[config.mk]
export PLATFORM = sky130hd
export DESIGN_NAME = sdp_protect
export DESIGN_NICKNAME = d
export VERILOG_FILES = /design/src/sdp_pkg.sv /design/src/sdp_protect.sv
export SDC_FILE = /design/constraint.sdc
export NUM_CORES = 1
export LEC_CHECK = 0
export BUFFER_PORTS_ARGS = -buffer_cell sky130_fd_sc_hd__buf_2
export CORE_MARGIN = 5
export CORE_UTILIZATION = 55
export CTS_CLUSTER_DIAMETER = 60
export CTS_CLUSTER_SIZE = 30
export DETAILED_ROUTE_END_ITERATION = 6
export HOLD_SLACK_MARGIN = 0.03
export MAX_ROUTING_LAYER = met4
export PLACE_DENSITY_LB_ADDON = 0.2
export SYNTH_ARGS = -nofsm -noshare
export SYNTH_HDL_FRONTEND = slang
export SYNTH_SLANG_ARGS = --single-unit
[constraint.sdc]
create_clock -name hclk -period 16.06 [get_ports hclk]
set_input_delay 0.803 -clock hclk [delete_from_list [all_inputs] [get_ports hclk]]
set_output_delay 0.803 -clock hclk [all_outputs]
set_load 0.02 [all_outputs]
[src/sdp_pkg.sv]
// constants, field layouts and carrier types for the short-circuit discharge protection block
// assumes a 100 MHz hclk and a single AHB-Lite master
package sdp_pkg;
	// timebase
	localparam int CLK_NS   = 10;
	localparam int STEP_NS  = 15000;                          // 15 us delay step
	localparam int STEP_CYC = (STEP_NS + CLK_NS - 1) / CLK_NS; // least time, rounded up
	localparam int DLY_MAX  = 30;                             // 450 us / 15 us

	// register byte offsets
	localparam logic [7:0] OFF_CTRL  = 8'h00;
	localparam logic [7:0] OFF_TIME  = 8'h04;
	localparam logic [7:0] OFF_LATCH = 8'h08;
	localparam logic [7:0] OFF_LREC  = 8'h0c;
	localparam logic [7:0] OFF_CMD   = 8'h10;
	localparam logic [7:0] OFF_STAT  = 8'h14;

	// control register fields
	localparam int B_SCD_EN   = 0;
	localparam int B_LATCH_EN = 1;
	localparam int B_AUTO     = 2;
	localparam int B_CHG_CFG  = 3;
	localparam int B_CUR_REC  = 4;
	localparam int B_LD_EN    = 5;
	localparam int B_SERIES   = 6;
	localparam int F_THR      = 8;   // 4 bits
	localparam int F_DLY      = 16;  // 5 bits

	// status register fields
	localparam int S_ALERT   = 0;
	localparam int S_FAULT   = 1;
	localparam int S_LALERT  = 2;
	localparam int S_PFALERT = 3;
	localparam int S_LFAULT  = 4;
	localparam int S_PF      = 5;
	localparam int S_DSG     = 6;
	localparam int S_CHG     = 7;
	localparam int S_LREC    = 12;
	localparam int F_CNT     = 8;   // 4 bits
	localparam int F_LEVEL   = 16;  // 10 bits, selected threshold in mV

	// reset values
	localparam logic [31:0] CTRL_RST  = 32'h0000_0000;
	localparam logic [31:0] TIME_RST  = 32'h0010_0010;
	localparam logic [31:0] LATCH_RST = 32'h0100_0003;
	localparam logic [31:0] LREC_RST  = 32'h0010_0000;
	localparam logic [15:0] CMD_LATCH_RECOVER = 16'h009c;
	localparam logic [3:0]  CNT_MAX   = 4'hf;

	// synchronised pin group
	typedef struct packed {
		logic [9:0]  sense_mv;
		logic [15:0] current;
		logic        load_removed;
		logic        charge_switch;
	} sdp_pins_t;

	// threshold index to mV, ascending
	function automatic logic [9:0] sdp_thr_mv(input logic [3:0] idx);
		case (idx)
			4'h0: sdp_thr_mv = 10'd10;
			4'h1: sdp_thr_mv = 10'd20;
			4'h2: sdp_thr_mv = 10'd40;
			4'h3: sdp_thr_mv = 10'd60;
			4'h4: sdp_thr_mv = 10'd80;
			4'h5: sdp_thr_mv = 10'd100;
			4'h6: sdp_thr_mv = 10'd125;
			4'h7: sdp_thr_mv = 10'd150;
			4'h8: sdp_thr_mv = 10'd175;
			4'h9: sdp_thr_mv = 10'd200;
			4'ha: sdp_thr_mv = 10'd250;
			4'hb: sdp_thr_mv = 10'd300;
			4'hc: sdp_thr_mv = 10'd350;
			4'hd: sdp_thr_mv = 10'd400;
			4'he: sdp_thr_mv = 10'd450;
			default: sdp_thr_mv = 10'd500;
		endcase
	endfunction
endpackage

[src/sdp_protect.sv]
// short-circuit discharge protection with repeat-fault latch, AHB-Lite register slave
// assumes pin inputs are asynchronous to hclk; one AHB-Lite master, single word transfers
// What this block does
// - compare sense voltage to selected threshold level
// - short protection acts only when enabled
// - alert follows exceedance, clears at or below
// - fault only after exceedance lasts detection delay
// - trip clears alert, sets fault, discharge off
// - trip also requests charge off when configured
// - below threshold for recovery time clears fault
// - each trip increments latch counter, up to 15
// - counter decrements each quiet interval after recovery
// - nonzero counter raises latch and fail alerts unless latched
// - counter at limit sets latch fault, fail
// - latch protection acts only when enabled
// - latch recovery on load removal, charge, time
// - host recover command starts latch recovery
// - current recovery needs enable, series, charge on
// - current above threshold for whole recovery time
// - recovery means counter decrements per interval
// - latch fault clears below limit, releases switches
//
// The implementer's own choices: the register offsets and register access over AHB-Lite.
module sdp_protect
	import sdp_pkg::*;
(
	input  wire logic        hclk,
	input  wire logic        hresetn,
	input  wire logic        hsel,
	input  wire logic [31:0] haddr,
	input  wire logic [1:0]  htrans,
	input  wire logic        hwrite,
	input  wire logic [2:0]  hsize,
	input  wire logic [31:0] hwdata,
	input  wire logic        hready,
	output logic      [31:0] hrdata,
	output logic             hreadyout,
	output logic             hresp,
	input  wire logic [9:0]  sense_diff_mv,
	input  wire logic [15:0] fast_current_reading,
	input  wire logic        load_removed,
	input  wire logic        charge_switch,
	output logic             short_alert,
	output logic             short_discharge_fault,
	output logic             latch_alert,
	output logic             permanent_fail_alert,
	output logic             repeat_short_latch,
	output logic             permanent_fail,
	output logic             discharge_switch_off_req,
	output logic             charge_switch_off_req
);
	sdp_pins_t   pins_meta_q, pins_s;
	logic [31:0] ctrl_q, time_q, latch_q, lrec_q, rdata_q;
	logic [7:0]  wr_addr_q;
	logic        wr_pend_q, cmd_q;
	logic        over_q, alert_q, fault_q, lfault_q, lrec_q_st, pf_q, dsg_q, chg_q;
	logic [3:0]  cnt_q;
	logic [10:0] tb_cnt_q;
	logic        tick;
	logic [15:0] det_cnt_q, rec_cnt_q, dec_cnt_q, ltime_cnt_q, lcur_cnt_q;
	logic [15:0] det_lim;
	logic [4:0]  dly_set;
	logic        trip, recover, dec_ev, ltrip, lclear, lstart, cur_ok;
	logic [9:0]  thr_level;

	// two-flop synchroniser for all pin inputs
	always_ff @(posedge hclk or negedge hresetn) begin
		if (!hresetn) begin
			pins_meta_q <= '0;
			pins_s      <= '0;
		end else begin
			pins_meta_q <= '{sense_diff_mv, fast_current_reading, load_removed, charge_switch};
			pins_s      <= pins_meta_q;
		end
	end

	// ahb-lite: zero wait states, always okay
	always_ff @(posedge hclk or negedge hresetn) begin
		if (!hresetn) begin
			hreadyout <= 1'b0;
			hresp     <= 1'b0;
		end else begin
			hreadyout <= 1'b1;
			hresp     <= 1'b0;
		end
	end

	// address phase capture; write data lands one cycle later
	always_ff @(posedge hclk or negedge hresetn) begin
		if (!hresetn) begin
			wr_pend_q <= 1'b0;
			wr_addr_q <= 8'h00;
		end else begin
			wr_pend_q <= hsel & htrans[1] & hready & hwrite;
			wr_addr_q <= haddr[7:0];
		end
	end

	// writable registers; unmapped offsets are ignored
	always_ff @(posedge hclk or negedge hresetn) begin
		if (!hresetn) begin
			ctrl_q  <= CTRL_RST;
			time_q  <= TIME_RST;
			latch_q <= LATCH_RST;
			lrec_q  <= LREC_RST;
			cmd_q   <= 1'b0;
		end else begin
			cmd_q <= 1'b0;
			if (wr_pend_q) begin
				case (wr_addr_q)
					OFF_CTRL:  ctrl_q  <= hwdata;
					OFF_TIME:  time_q  <= hwdata;
					OFF_LATCH: latch_q <= hwdata;
					OFF_LREC:  lrec_q  <= hwdata;
					OFF_CMD:   cmd_q   <= (hwdata[15:0] == CMD_LATCH_RECOVER);
					default:   cmd_q   <= 1'b0;
				endcase
			end
		end
	end

	// read data is registered at the address phase so it stands through the data phase
	always_ff @(posedge hclk or negedge hresetn) begin
		if (!hresetn) begin
			rdata_q <= 32'h0000_0000;
		end else if (hsel & htrans[1] & hready & ~hwrite) begin
			case (haddr[7:0])
				OFF_CTRL:  rdata_q <= ctrl_q;
				OFF_TIME:  rdata_q <= time_q;
				OFF_LATCH: rdata_q <= latch_q;
				OFF_LREC:  rdata_q <= lrec_q;
				OFF_STAT:  rdata_q <= {6'h00, thr_level, 3'h0, lrec_q_st, cnt_q,
				                      chg_q, dsg_q, pf_q, lfault_q, permanent_fail_alert,
				                      latch_alert, fault_q, alert_q};
				default:   rdata_q <= 32'h0000_0000;
			endcase
		end
	end
	assign hrdata = rdata_q;

	// threshold and delay decode
	assign thr_level = sdp_thr_mv(ctrl_q[F_THR +: 4]);
	assign dly_set   = (ctrl_q[F_DLY +: 5] > 5'(DLY_MAX)) ? 5'(DLY_MAX) : ctrl_q[F_DLY +: 5];
	assign det_lim   = 16'(32'(dly_set) * STEP_CYC);

	// 15 us timebase for the slow timers
	always_ff @(posedge hclk or negedge hresetn) begin
		if (!hresetn) begin
			tb_cnt_q <= 11'h000;
		end else if (tb_cnt_q == 11'(STEP_CYC - 1)) begin
			tb_cnt_q <= 11'h000;
		end else begin
			tb_cnt_q <= tb_cnt_q + 11'h001;
		end
	end
	assign tick = (tb_cnt_q == 11'(STEP_CYC - 1));

	// comparator, gated by the protection enable
	always_ff @(posedge hclk or negedge hresetn) begin
		if (!hresetn) begin
			over_q <= 1'b0;
		end else begin
			over_q <= ctrl_q[B_SCD_EN] & (pins_s.sense_mv > thr_level);
		end
	end

	// detection delay counts cycles of continuous exceedance
	always_ff @(posedge hclk or negedge hresetn) begin
		if (!hresetn) begin
			det_cnt_q <= 16'h0000;
		end else if (!over_q || fault_q) begin
			det_cnt_q <= 16'h0000;
		end else if (det_cnt_q != 16'hffff) begin
			det_cnt_q <= det_cnt_q + 16'h0001;
		end
	end
	// zero setting trips on the first sample over threshold
	assign trip = over_q & ~fault_q & (det_cnt_q >= det_lim);

	// alert tracks the comparator until the trip
	always_ff @(posedge hclk or negedge hresetn) begin
		if (!hresetn) begin
			alert_q <= 1'b0;
		end else begin
			alert_q <= over_q & ~fault_q & ~trip;
		end
	end

	// recovery timer, in 15 us ticks below threshold
	always_ff @(posedge hclk or negedge hresetn) begin
		if (!hresetn) begin
			rec_cnt_q <= 16'h0000;
		end else if (!fault_q || over_q) begin
			rec_cnt_q <= 16'h0000;
		end else if (tick && !recover) begin
			rec_cnt_q <= rec_cnt_q + 16'h0001;
		end
	end
	assign recover = fault_q & ~over_q & (rec_cnt_q >= time_q[15:0]);

	// fault status; a trip in the clearing cycle cannot happen since trip needs fault low
	always_ff @(posedge hclk or negedge hresetn) begin
		if (!hresetn) begin
			fault_q <= 1'b0;
		end else if (trip) begin
			fault_q <= 1'b1;
		end else if (recover) begin
			fault_q <= 1'b0;
		end
	end

	// decrement interval restarts on every trip, runs only while allowed
	always_ff @(posedge hclk or negedge hresetn) begin
		if (!hresetn) begin
			dec_cnt_q <= 16'h0000;
		end else if (trip || fault_q || cnt_q == 4'h0 || (lfault_q && !lrec_q_st)) begin
			dec_cnt_q <= 16'h0000;
		end else if (tick) begin
			dec_cnt_q <= dec_ev ? 16'h0000 : dec_cnt_q + 16'h0001;
		end
	end
	assign dec_ev = tick & ~trip & ~fault_q & (cnt_q != 4'h0) & (~lfault_q | lrec_q_st)
	                & (dec_cnt_q + 16'h0001 >= time_q[31:16]);

	// latch counter: trip wins over a decrement in the same cycle
	always_ff @(posedge hclk or negedge hresetn) begin
		if (!hresetn) begin
			cnt_q <= 4'h0;
		end else if (trip) begin
			if (cnt_q != CNT_MAX) begin
				cnt_q <= cnt_q + 4'h1;
			end
		end else if (dec_ev) begin
			cnt_q <= cnt_q - 4'h1;
		end
	end

	// latch trip and clear
	assign ltrip  = ctrl_q[B_LATCH_EN] & ~lfault_q & (cnt_q >= latch_q[3:0]);
	assign lclear = lfault_q & lrec_q_st & (cnt_q < latch_q[3:0]);

	// latch recovery time-based timer
	always_ff @(posedge hclk or negedge hresetn) begin
		if (!hresetn) begin
			ltime_cnt_q <= 16'h0000;
		end else if (!lfault_q || lrec_q_st) begin
			ltime_cnt_q <= 16'h0000;
		end else if (tick && ltime_cnt_q != 16'hffff) begin
			ltime_cnt_q <= ltime_cnt_q + 16'h0001;
		end
	end

	// current-based recovery needs the whole window above threshold
	assign cur_ok = ctrl_q[B_CUR_REC] & ctrl_q[B_SERIES] & pins_s.charge_switch
	                & ($signed(pins_s.current) >= $signed(lrec_q[15:0]));
	always_ff @(posedge hclk or negedge hresetn) begin
		if (!hresetn) begin
			lcur_cnt_q <= 16'h0000;
		end else if (!lfault_q || lrec_q_st || !cur_ok) begin
			lcur_cnt_q <= 16'h0000;
		end else if (tick && lcur_cnt_q != 16'hffff) begin
			lcur_cnt_q <= lcur_cnt_q + 16'h0001;
		end
	end

	// any recovery source starts the decrementing phase
	assign lstart = lfault_q & ~lrec_q_st &
	                ((ctrl_q[B_LD_EN] & pins_s.load_removed) |
	                 (cur_ok & (lcur_cnt_q >= lrec_q[31:16])) |
	                 (ltime_cnt_q >= latch_q[31:16]) |
	                 cmd_q);

	// latch fault, recovery phase and sticky permanent fail
	always_ff @(posedge hclk or negedge hresetn) begin
		if (!hresetn) begin
			lfault_q  <= 1'b0;
			lrec_q_st <= 1'b0;
			pf_q      <= 1'b0;
		end else begin
			if (ltrip) begin
				lfault_q <= 1'b1;
				pf_q     <= 1'b1;
			end else if (lclear) begin
				lfault_q <= 1'b0;
			end
			if (lclear || !lfault_q) begin
				lrec_q_st <= 1'b0;
			end else if (lstart) begin
				lrec_q_st <= 1'b1;
			end
		end
	end

	// switch requests held while either fault stands
	always_ff @(posedge hclk or negedge hresetn) begin
		if (!hresetn) begin
			dsg_q <= 1'b0;
			chg_q <= 1'b0;
		end else begin
			dsg_q <= ctrl_q[B_AUTO] & (fault_q | lfault_q);
			chg_q <= ctrl_q[B_CHG_CFG] & (fault_q | lfault_q);
		end
	end

	// latch alerts only while the counter is nonzero and the latch is not tripped
	always_ff @(posedge hclk or negedge hresetn) begin
		if (!hresetn) begin
			latch_alert          <= 1'b0;
			permanent_fail_alert <= 1'b0;
		end else begin
			latch_alert          <= ctrl_q[B_LATCH_EN] & (cnt_q != 4'h0) & ~lfault_q & ~ltrip;
			permanent_fail_alert <= ctrl_q[B_LATCH_EN] & (cnt_q != 4'h0) & ~lfault_q & ~ltrip;
		end
	end

	assign short_alert              = alert_q;
	assign short_discharge_fault    = fault_q;
	assign repeat_short_latch       = lfault_q;
	assign permanent_fail           = pf_q;
	assign discharge_switch_off_req = dsg_q;
	assign charge_switch_off_req    = chg_q;
endmodule

==> results of run 1 <==
-- area by class of cell --
type,instances,area [µm²],area share [%]
inverter,149,559,2.81
sequential,331,8290,41.7
multi-input combinational,1198,8640,43.4
clock buffer,37,893,4.49
tap,402,503,2.53
antenna,1,2.50,0.0126
timing repair buffer,128,686,3.45
clock inverter,24,317,1.59
-- worst paths after layout --
check                      cells past startpoint                        end                     start  slack, ps
max                                           27       cnt_q[3]$_DFFE_PN0P_    ctrl_q[17]$_DFFE_PN0P_       9440
min                                            1  pins_meta_q[13]$_DFF_PN0_                   hresetn        310
max reg2reg                                   27       cnt_q[3]$_DFFE_PN0P_    ctrl_q[17]$_DFFE_PN0P_       9440
min reg2reg                                    0        pins_s[0]$_DFF_PN0_  pins_meta_q[0]$_DFF_PN0_        350
max in group asynchronous                      4    latch_q[23]$_DFFE_PN0P_                   hresetn      12450
min in group hclk                              0        pins_s[0]$_DFF_PN0_  pins_meta_q[0]$_DFF_PN0_        350
-- cell usage after synthesis (all sizes together) (13+ instances only) --
| cell | n | area (µm²) |
|---|---|---|
| a21oi | 73 | 365 |
| inv | 149 | 559 |
| nor3 | 18 | 90.1 |
| xor2 | 42 | 368 |
| mux2i | 26 | 260 |
| and4 | 15 | 131 |
| and3 | 17 | 106 |
| dfrtp | 325 | 8130 |
| o21ai | 163 | 816 |
| mux2 | 80 | 901 |
| nor2 | 94 | 353 |
| nand2 | 206 | 773 |
| nand3 | 45 | 225 |
| clkbuf | 59 | 223 |
| a222oi | 15 | 150 |
| nor2b | 13 | 81.3 |
| ha | 148 | 1850 |
| xnor2 | 28 | 245 |
| nand4 | 27 | 169 |
| nand2b | 15 | 93.8 |
| a21o | 21 | 158 |
-- through the flow --
stage	setup WS [ps]	utilization [%]	hold WS, ps	instance area [µm²]	power [mW]
detailed placement	9540	59.0	335	18700	0.975
global route	8890	62.9	352	19900	1.88
global placement	9620	59.0	333	18700	0.971
CTS	9490	62.9	350	19900	1.83
finish	9440	62.9	314	19900	1.81
floorplan	10140	-	331	17700	0.922
-- registers in the layout, summed over array words and instances, names as in the netlist, 8 cells and up --
signal       count
ctrl_q          32
dec_cnt_q       16
det_cnt_q       16
hrdata          32
latch_q         32
lcur_cnt_q      16
lrec_q          32
ltime_cnt_q     16
pins_meta_q     28
pins_s          28
rec_cnt_q       16
tb_cnt_q        11
time_q          32
wr_addr_q        8
-- cell families (layout without fill, tap and decap cells) --
family | after synthesis | count (layout) | synth area share (%)
multiplexers | 118 | 118 | 8.08
AND/OR/NAND/NOR | 512 | 512 | 13.9
flip-flops | 331 | 331 | 46.8
buffers and inverters | 212 | 338 | 4.54
AO/OA/AOI/OAI | 337 | 337 | 11.4
other | 2 | 3 | 0.0424
XOR/XNOR | 70 | 70 | 3.46
adder cells (fa/ha/maj) | 159 | 159 | 11.7
-- where the power goes --
group          switching (mW)  internal [mW]  total [mW]
clock                   0.378          0.474       0.852
sequential            0.00952          0.850       0.859
combinational          0.0638         0.0363       0.100
-- layer usage --
metal / vias to the layer above / GRT usage [%] / share of wire, %
li1: 6286 / - / -
met1: 6588 / 36.6 / 45
met2: 343 / 40.3 / 47
met3: 76 / 3.61 / 5.6
met4: 0 / 6.48 / 2.3
met5: - / - / 0
==> metrics, run 1 <==
status complete, no violations; gr usage total 26.0%; register area share after synthesis 46.8%; Worst Setup End Kind flop; Post-Route WL about 45000 µm; layout cells sized above 1 16.0%; Placer Congestion 0.896; first-pass GRT wire length around 73000 µm; Tmin final roughly 6600 ps; DRC Markers 0; normalized max-slew margin 23.9%; Leakage about 9.6 nW; final setup fails 0; Critical Path Slowest Stage Cell fa_1; syn nets 2002; Detailed Route Iter0 Violations 1003; delay-heaviest family, CP adder cells; largest net degree at the start of global routing 111; Final Hold Viols 0; crit path max fanout 5; vias per cell 5.86; PwrDens 91.1 mW/mm²; CP required 16450 ps; Mapped Area 0.0177 mm²; clk slew on worst S/H paths 80 ps; CTS tree done; die width ~190 µm; DR WL/cell 19.7 µm; IO Count 144; core footprint 0.0316 mm²; CP peak stage delay 530 ps; unrepaired setup endpoints after global routing no; Initial Util 56.0%; GRT overflow 0; Die Area ~0.036 mm²; Clock Sinks 331; Syn Area/Cell 10.2 µm²; cts repair resizes 0; vias post-DR about 13k; Die Height 189 µm; area grow syn2layout 12.3%; Post-CTS Setup Inserts 0; DP Wirelength 31600 µm; Clock Path Buffers 3; Mapped Cells 1741; TNS Setup 0 ps; post-route ant nets 0; Yosys cell types 65; Critical Path Source Type flop; Peak Freq 151 MHz; dpl cells 2208; count of state elements after synthesis between 300 and 400; async set or reset register ratio after synthesis 100%; final slew viol count 0; max-cap violation count 0; Slew @ Worst Pin 1110 ps; critical path class reg -> reg; commonest non-fill, non-tap cell in the layout dfrtp_1; clock latency on the worst-skew pair 520 ps; Synth Warn # 0; most frequent cells in the layout dfrtp_1 (325), nand2_1 (206), o21ai_0 (162); crit path DAT 7010 ps; H-tree levels 2; clock root buffer clkbuf_16; Rows 65; final non-filler cell total 2270; final worst path period share around two fifths; Main synth FF type dfrtp_1; antenna violations before repair 0; number of global-route vias before repair 13.4k; hold-fix buffer count after cts 0; VDD IR-drop max 73.9 µV; fillers 2595; CP most frequent cell ha_1; Hold Path Class in -> async; CP Buf/Inv Count 3; Post-synth EDFFs 0; skew final ~26 ps; total CTS buffers 34; IO buf count 114; number of detailed-route iterations in the first pass 6; Post-layout nets 2103
Note: power is estimated with default switching activity, not from simulation.
==> run 2, diff against run 1 <==
==> constraint.sdc (replaced) <==
create_clock -name hclk -period 6.5 [get_ports hclk]
set_input_delay 0.325 -clock hclk [delete_from_list [all_inputs] [get_ports hclk]]
set_output_delay 0.325 -clock hclk [all_outputs]
set_load 0.02 [all_outputs]
==> metrics, run 2 (synthesis results as in run 1) <==
final non-filler cell total between 2k and 2.5k; Clock Sinks between 300 and 400; skew final 15.4 ps; total CTS buffers 29; gr usage total 26.0%; Cell Int Power 3.12 mW; Tmin final 6150 ps; Final Hold Viols 0; Slew @ Worst Pin 1120 ps; first-pass GRT wire length 73500 µm; vias per cell 5.79; Clock Path Buffers 3; clock latency on the worst-skew pair 580 ps; normalized max-slew margin 25.2%; CTS tree done; total power between 4 and 5 mW; layout cells sized above 1 around 16%; crit path DAT ~6600 ps; Placer Congestion 0.864; Post-layout nets 2147; Hold Path Class in -> reg; critical path class reg -> reg; GRT overflow 0; Switching Fraction 26.6%; clock root buffer clkbuf_16; combinational power share 6.4%; Post-Route WL 44800 µm; Detailed Route Iter0 Violations 1197; vias post-DR 13.4k; Worst Setup End Kind flop; H-tree levels 1; Peak Freq 163 MHz; post-route ant nets 0; TNS Setup 0 ps; Die Area 0.0359 mm²; DR WL/cell 19.4 µm; unrepaired setup endpoints after global routing no; Switching Power roughly 1.1 mW; VDD IR-drop max 203 µV; Die Height 189 µm; final slew viol count 0; final setup fails 0; Clock power frac 43.6%; CP required 6950 ps; crit path max fanout 5; Critical Path Source Type flop; number of detailed-route iterations in the first pass 7; area grow syn2layout 14.3%; commonest non-fill, non-tap cell in the layout dfrtp_1; Rows 65; final worst path period share ~95%; antenna violations before repair 1; Placed Instance Area about 0.019 mm²; max-cap violation count 0; core footprint 0.0316 mm²; Flop pwr share between 50% and 60%; PwrDens about 210 mW/mm²; largest net degree at the start of global routing 178; number of global-route vias before repair 13.7k; IO buf count 114; Initial Util 56.0%; IO Count 144; dpl cells 2208; Worst Slack Setup Final 351 ps; Final Instance Area 0.0202 mm²; status complete, but fails checks; failing checks design-rule violations; DP Worst Slack 43.8 ps; clk slew on worst S/H paths 80 ps; DRC Markers 11; Leakage 9.73 nW; most frequent cells in the layout dfrtp_1 (325), nand2_1 (206), o21ai_0 (159); Post-CTS Setup Inserts 0; DP Wirelength 31700 µm; die width 189 µm
[run 2: worst max-delay path, stage by stage (launching register included)]
cell	delay, ps
dfrtp_1	420
ha_1	240
nand2_1	150
nand2b_1	160
fa_1	460
ha_1	290
inv_1	70
fa_1	530
inv_1	40
ha_1	330
a21oi_2	180
nor2b_1	80
or4_1	460
a41oi_2	230
nand2b_1	100
xnor2_1	140
ha_1	300
a21oi_1	80
o21ai_2	200
nor2_1	100
a211oi_2	270
inv_1	130
ha_1	290
a21o_1	150
a21oi_1	190
xor2_1	180
o21ai_0	130
xnor2_1	140
[run 2: final timing paths]
check	end	start	cells after the start	slack (ps)
min	time_q[14]$_DFFE_PN0P_	hwdata[14]	3	50
min in group asynchronous	pins_s[13]$_DFF_PN0_	hresetn	2	350
min reg2reg	pins_s[9]$_DFF_PN0_	pins_meta_q[9]$_DFF_PN0_	0	340
max in group asynchronous	tb_cnt_q[7]$_DFF_PN0_	hresetn	3	4710
max reg2reg	cnt_q[3]$_DFFE_PN0P_	ctrl_q[17]$_DFFE_PN0P_	27	350
max	cnt_q[3]$_DFFE_PN0P_	ctrl_q[17]$_DFFE_PN0P_	27	350
[run 2: power by group through the flow]
stage / Combinational [mW] / Clock (mW) / Sequential [mW]
2_1_floorplan: 0.122 / 0 / 2.16
3_3_place_gp: 0.241 / 0 / 2.16
3_5_place_dp: 0.247 / 0 / 2.16
4_1_cts: 0.272 / 1.88 / 2.12
5_1_grt: 0.309 / 1.97 / 2.13
6_report: 0.272 / 1.85 / 2.12
[run 2: per-stage QoR]
| step | util [%] | hold WS, ps |
|---|---|---|
| finish | 64.0 | 48.8 |
| global route | 64.0 | 51.8 |
| global placement | 59.1 | 333 |
| CTS | 63.9 | 34.3 |
| detailed placement | 59.1 | 336 |
| floorplan | - | 29.4 |
[run 2: metal layers]
layer | track usage [%] | wire length [µm]
met2 | 41.0 | 20900
met1 | 36.4 | 20600
met3 | 4.54 | 2550
met5 | - | 0
met4 | 4.42 | 710
[run 2: final cells by class]
cell class	instances	area [µm²]
Fill cell	2570	11400
Multi-Input combinational cell	1198	8660
Sequential cell	331	8290
Timing Repair Buffer	177	1190
Clock buffer	30	739
Inverter	149	559
Tap cell	402	503
Clock inverter	24	303
Antenna cell	1	2.50
[run 2: timing repair]
item	CTS	global route
hold endpoints to repair	153	0
gates resized for setup	0	7
endpoints found under the setup margin	0	3
hold buffers	49	0
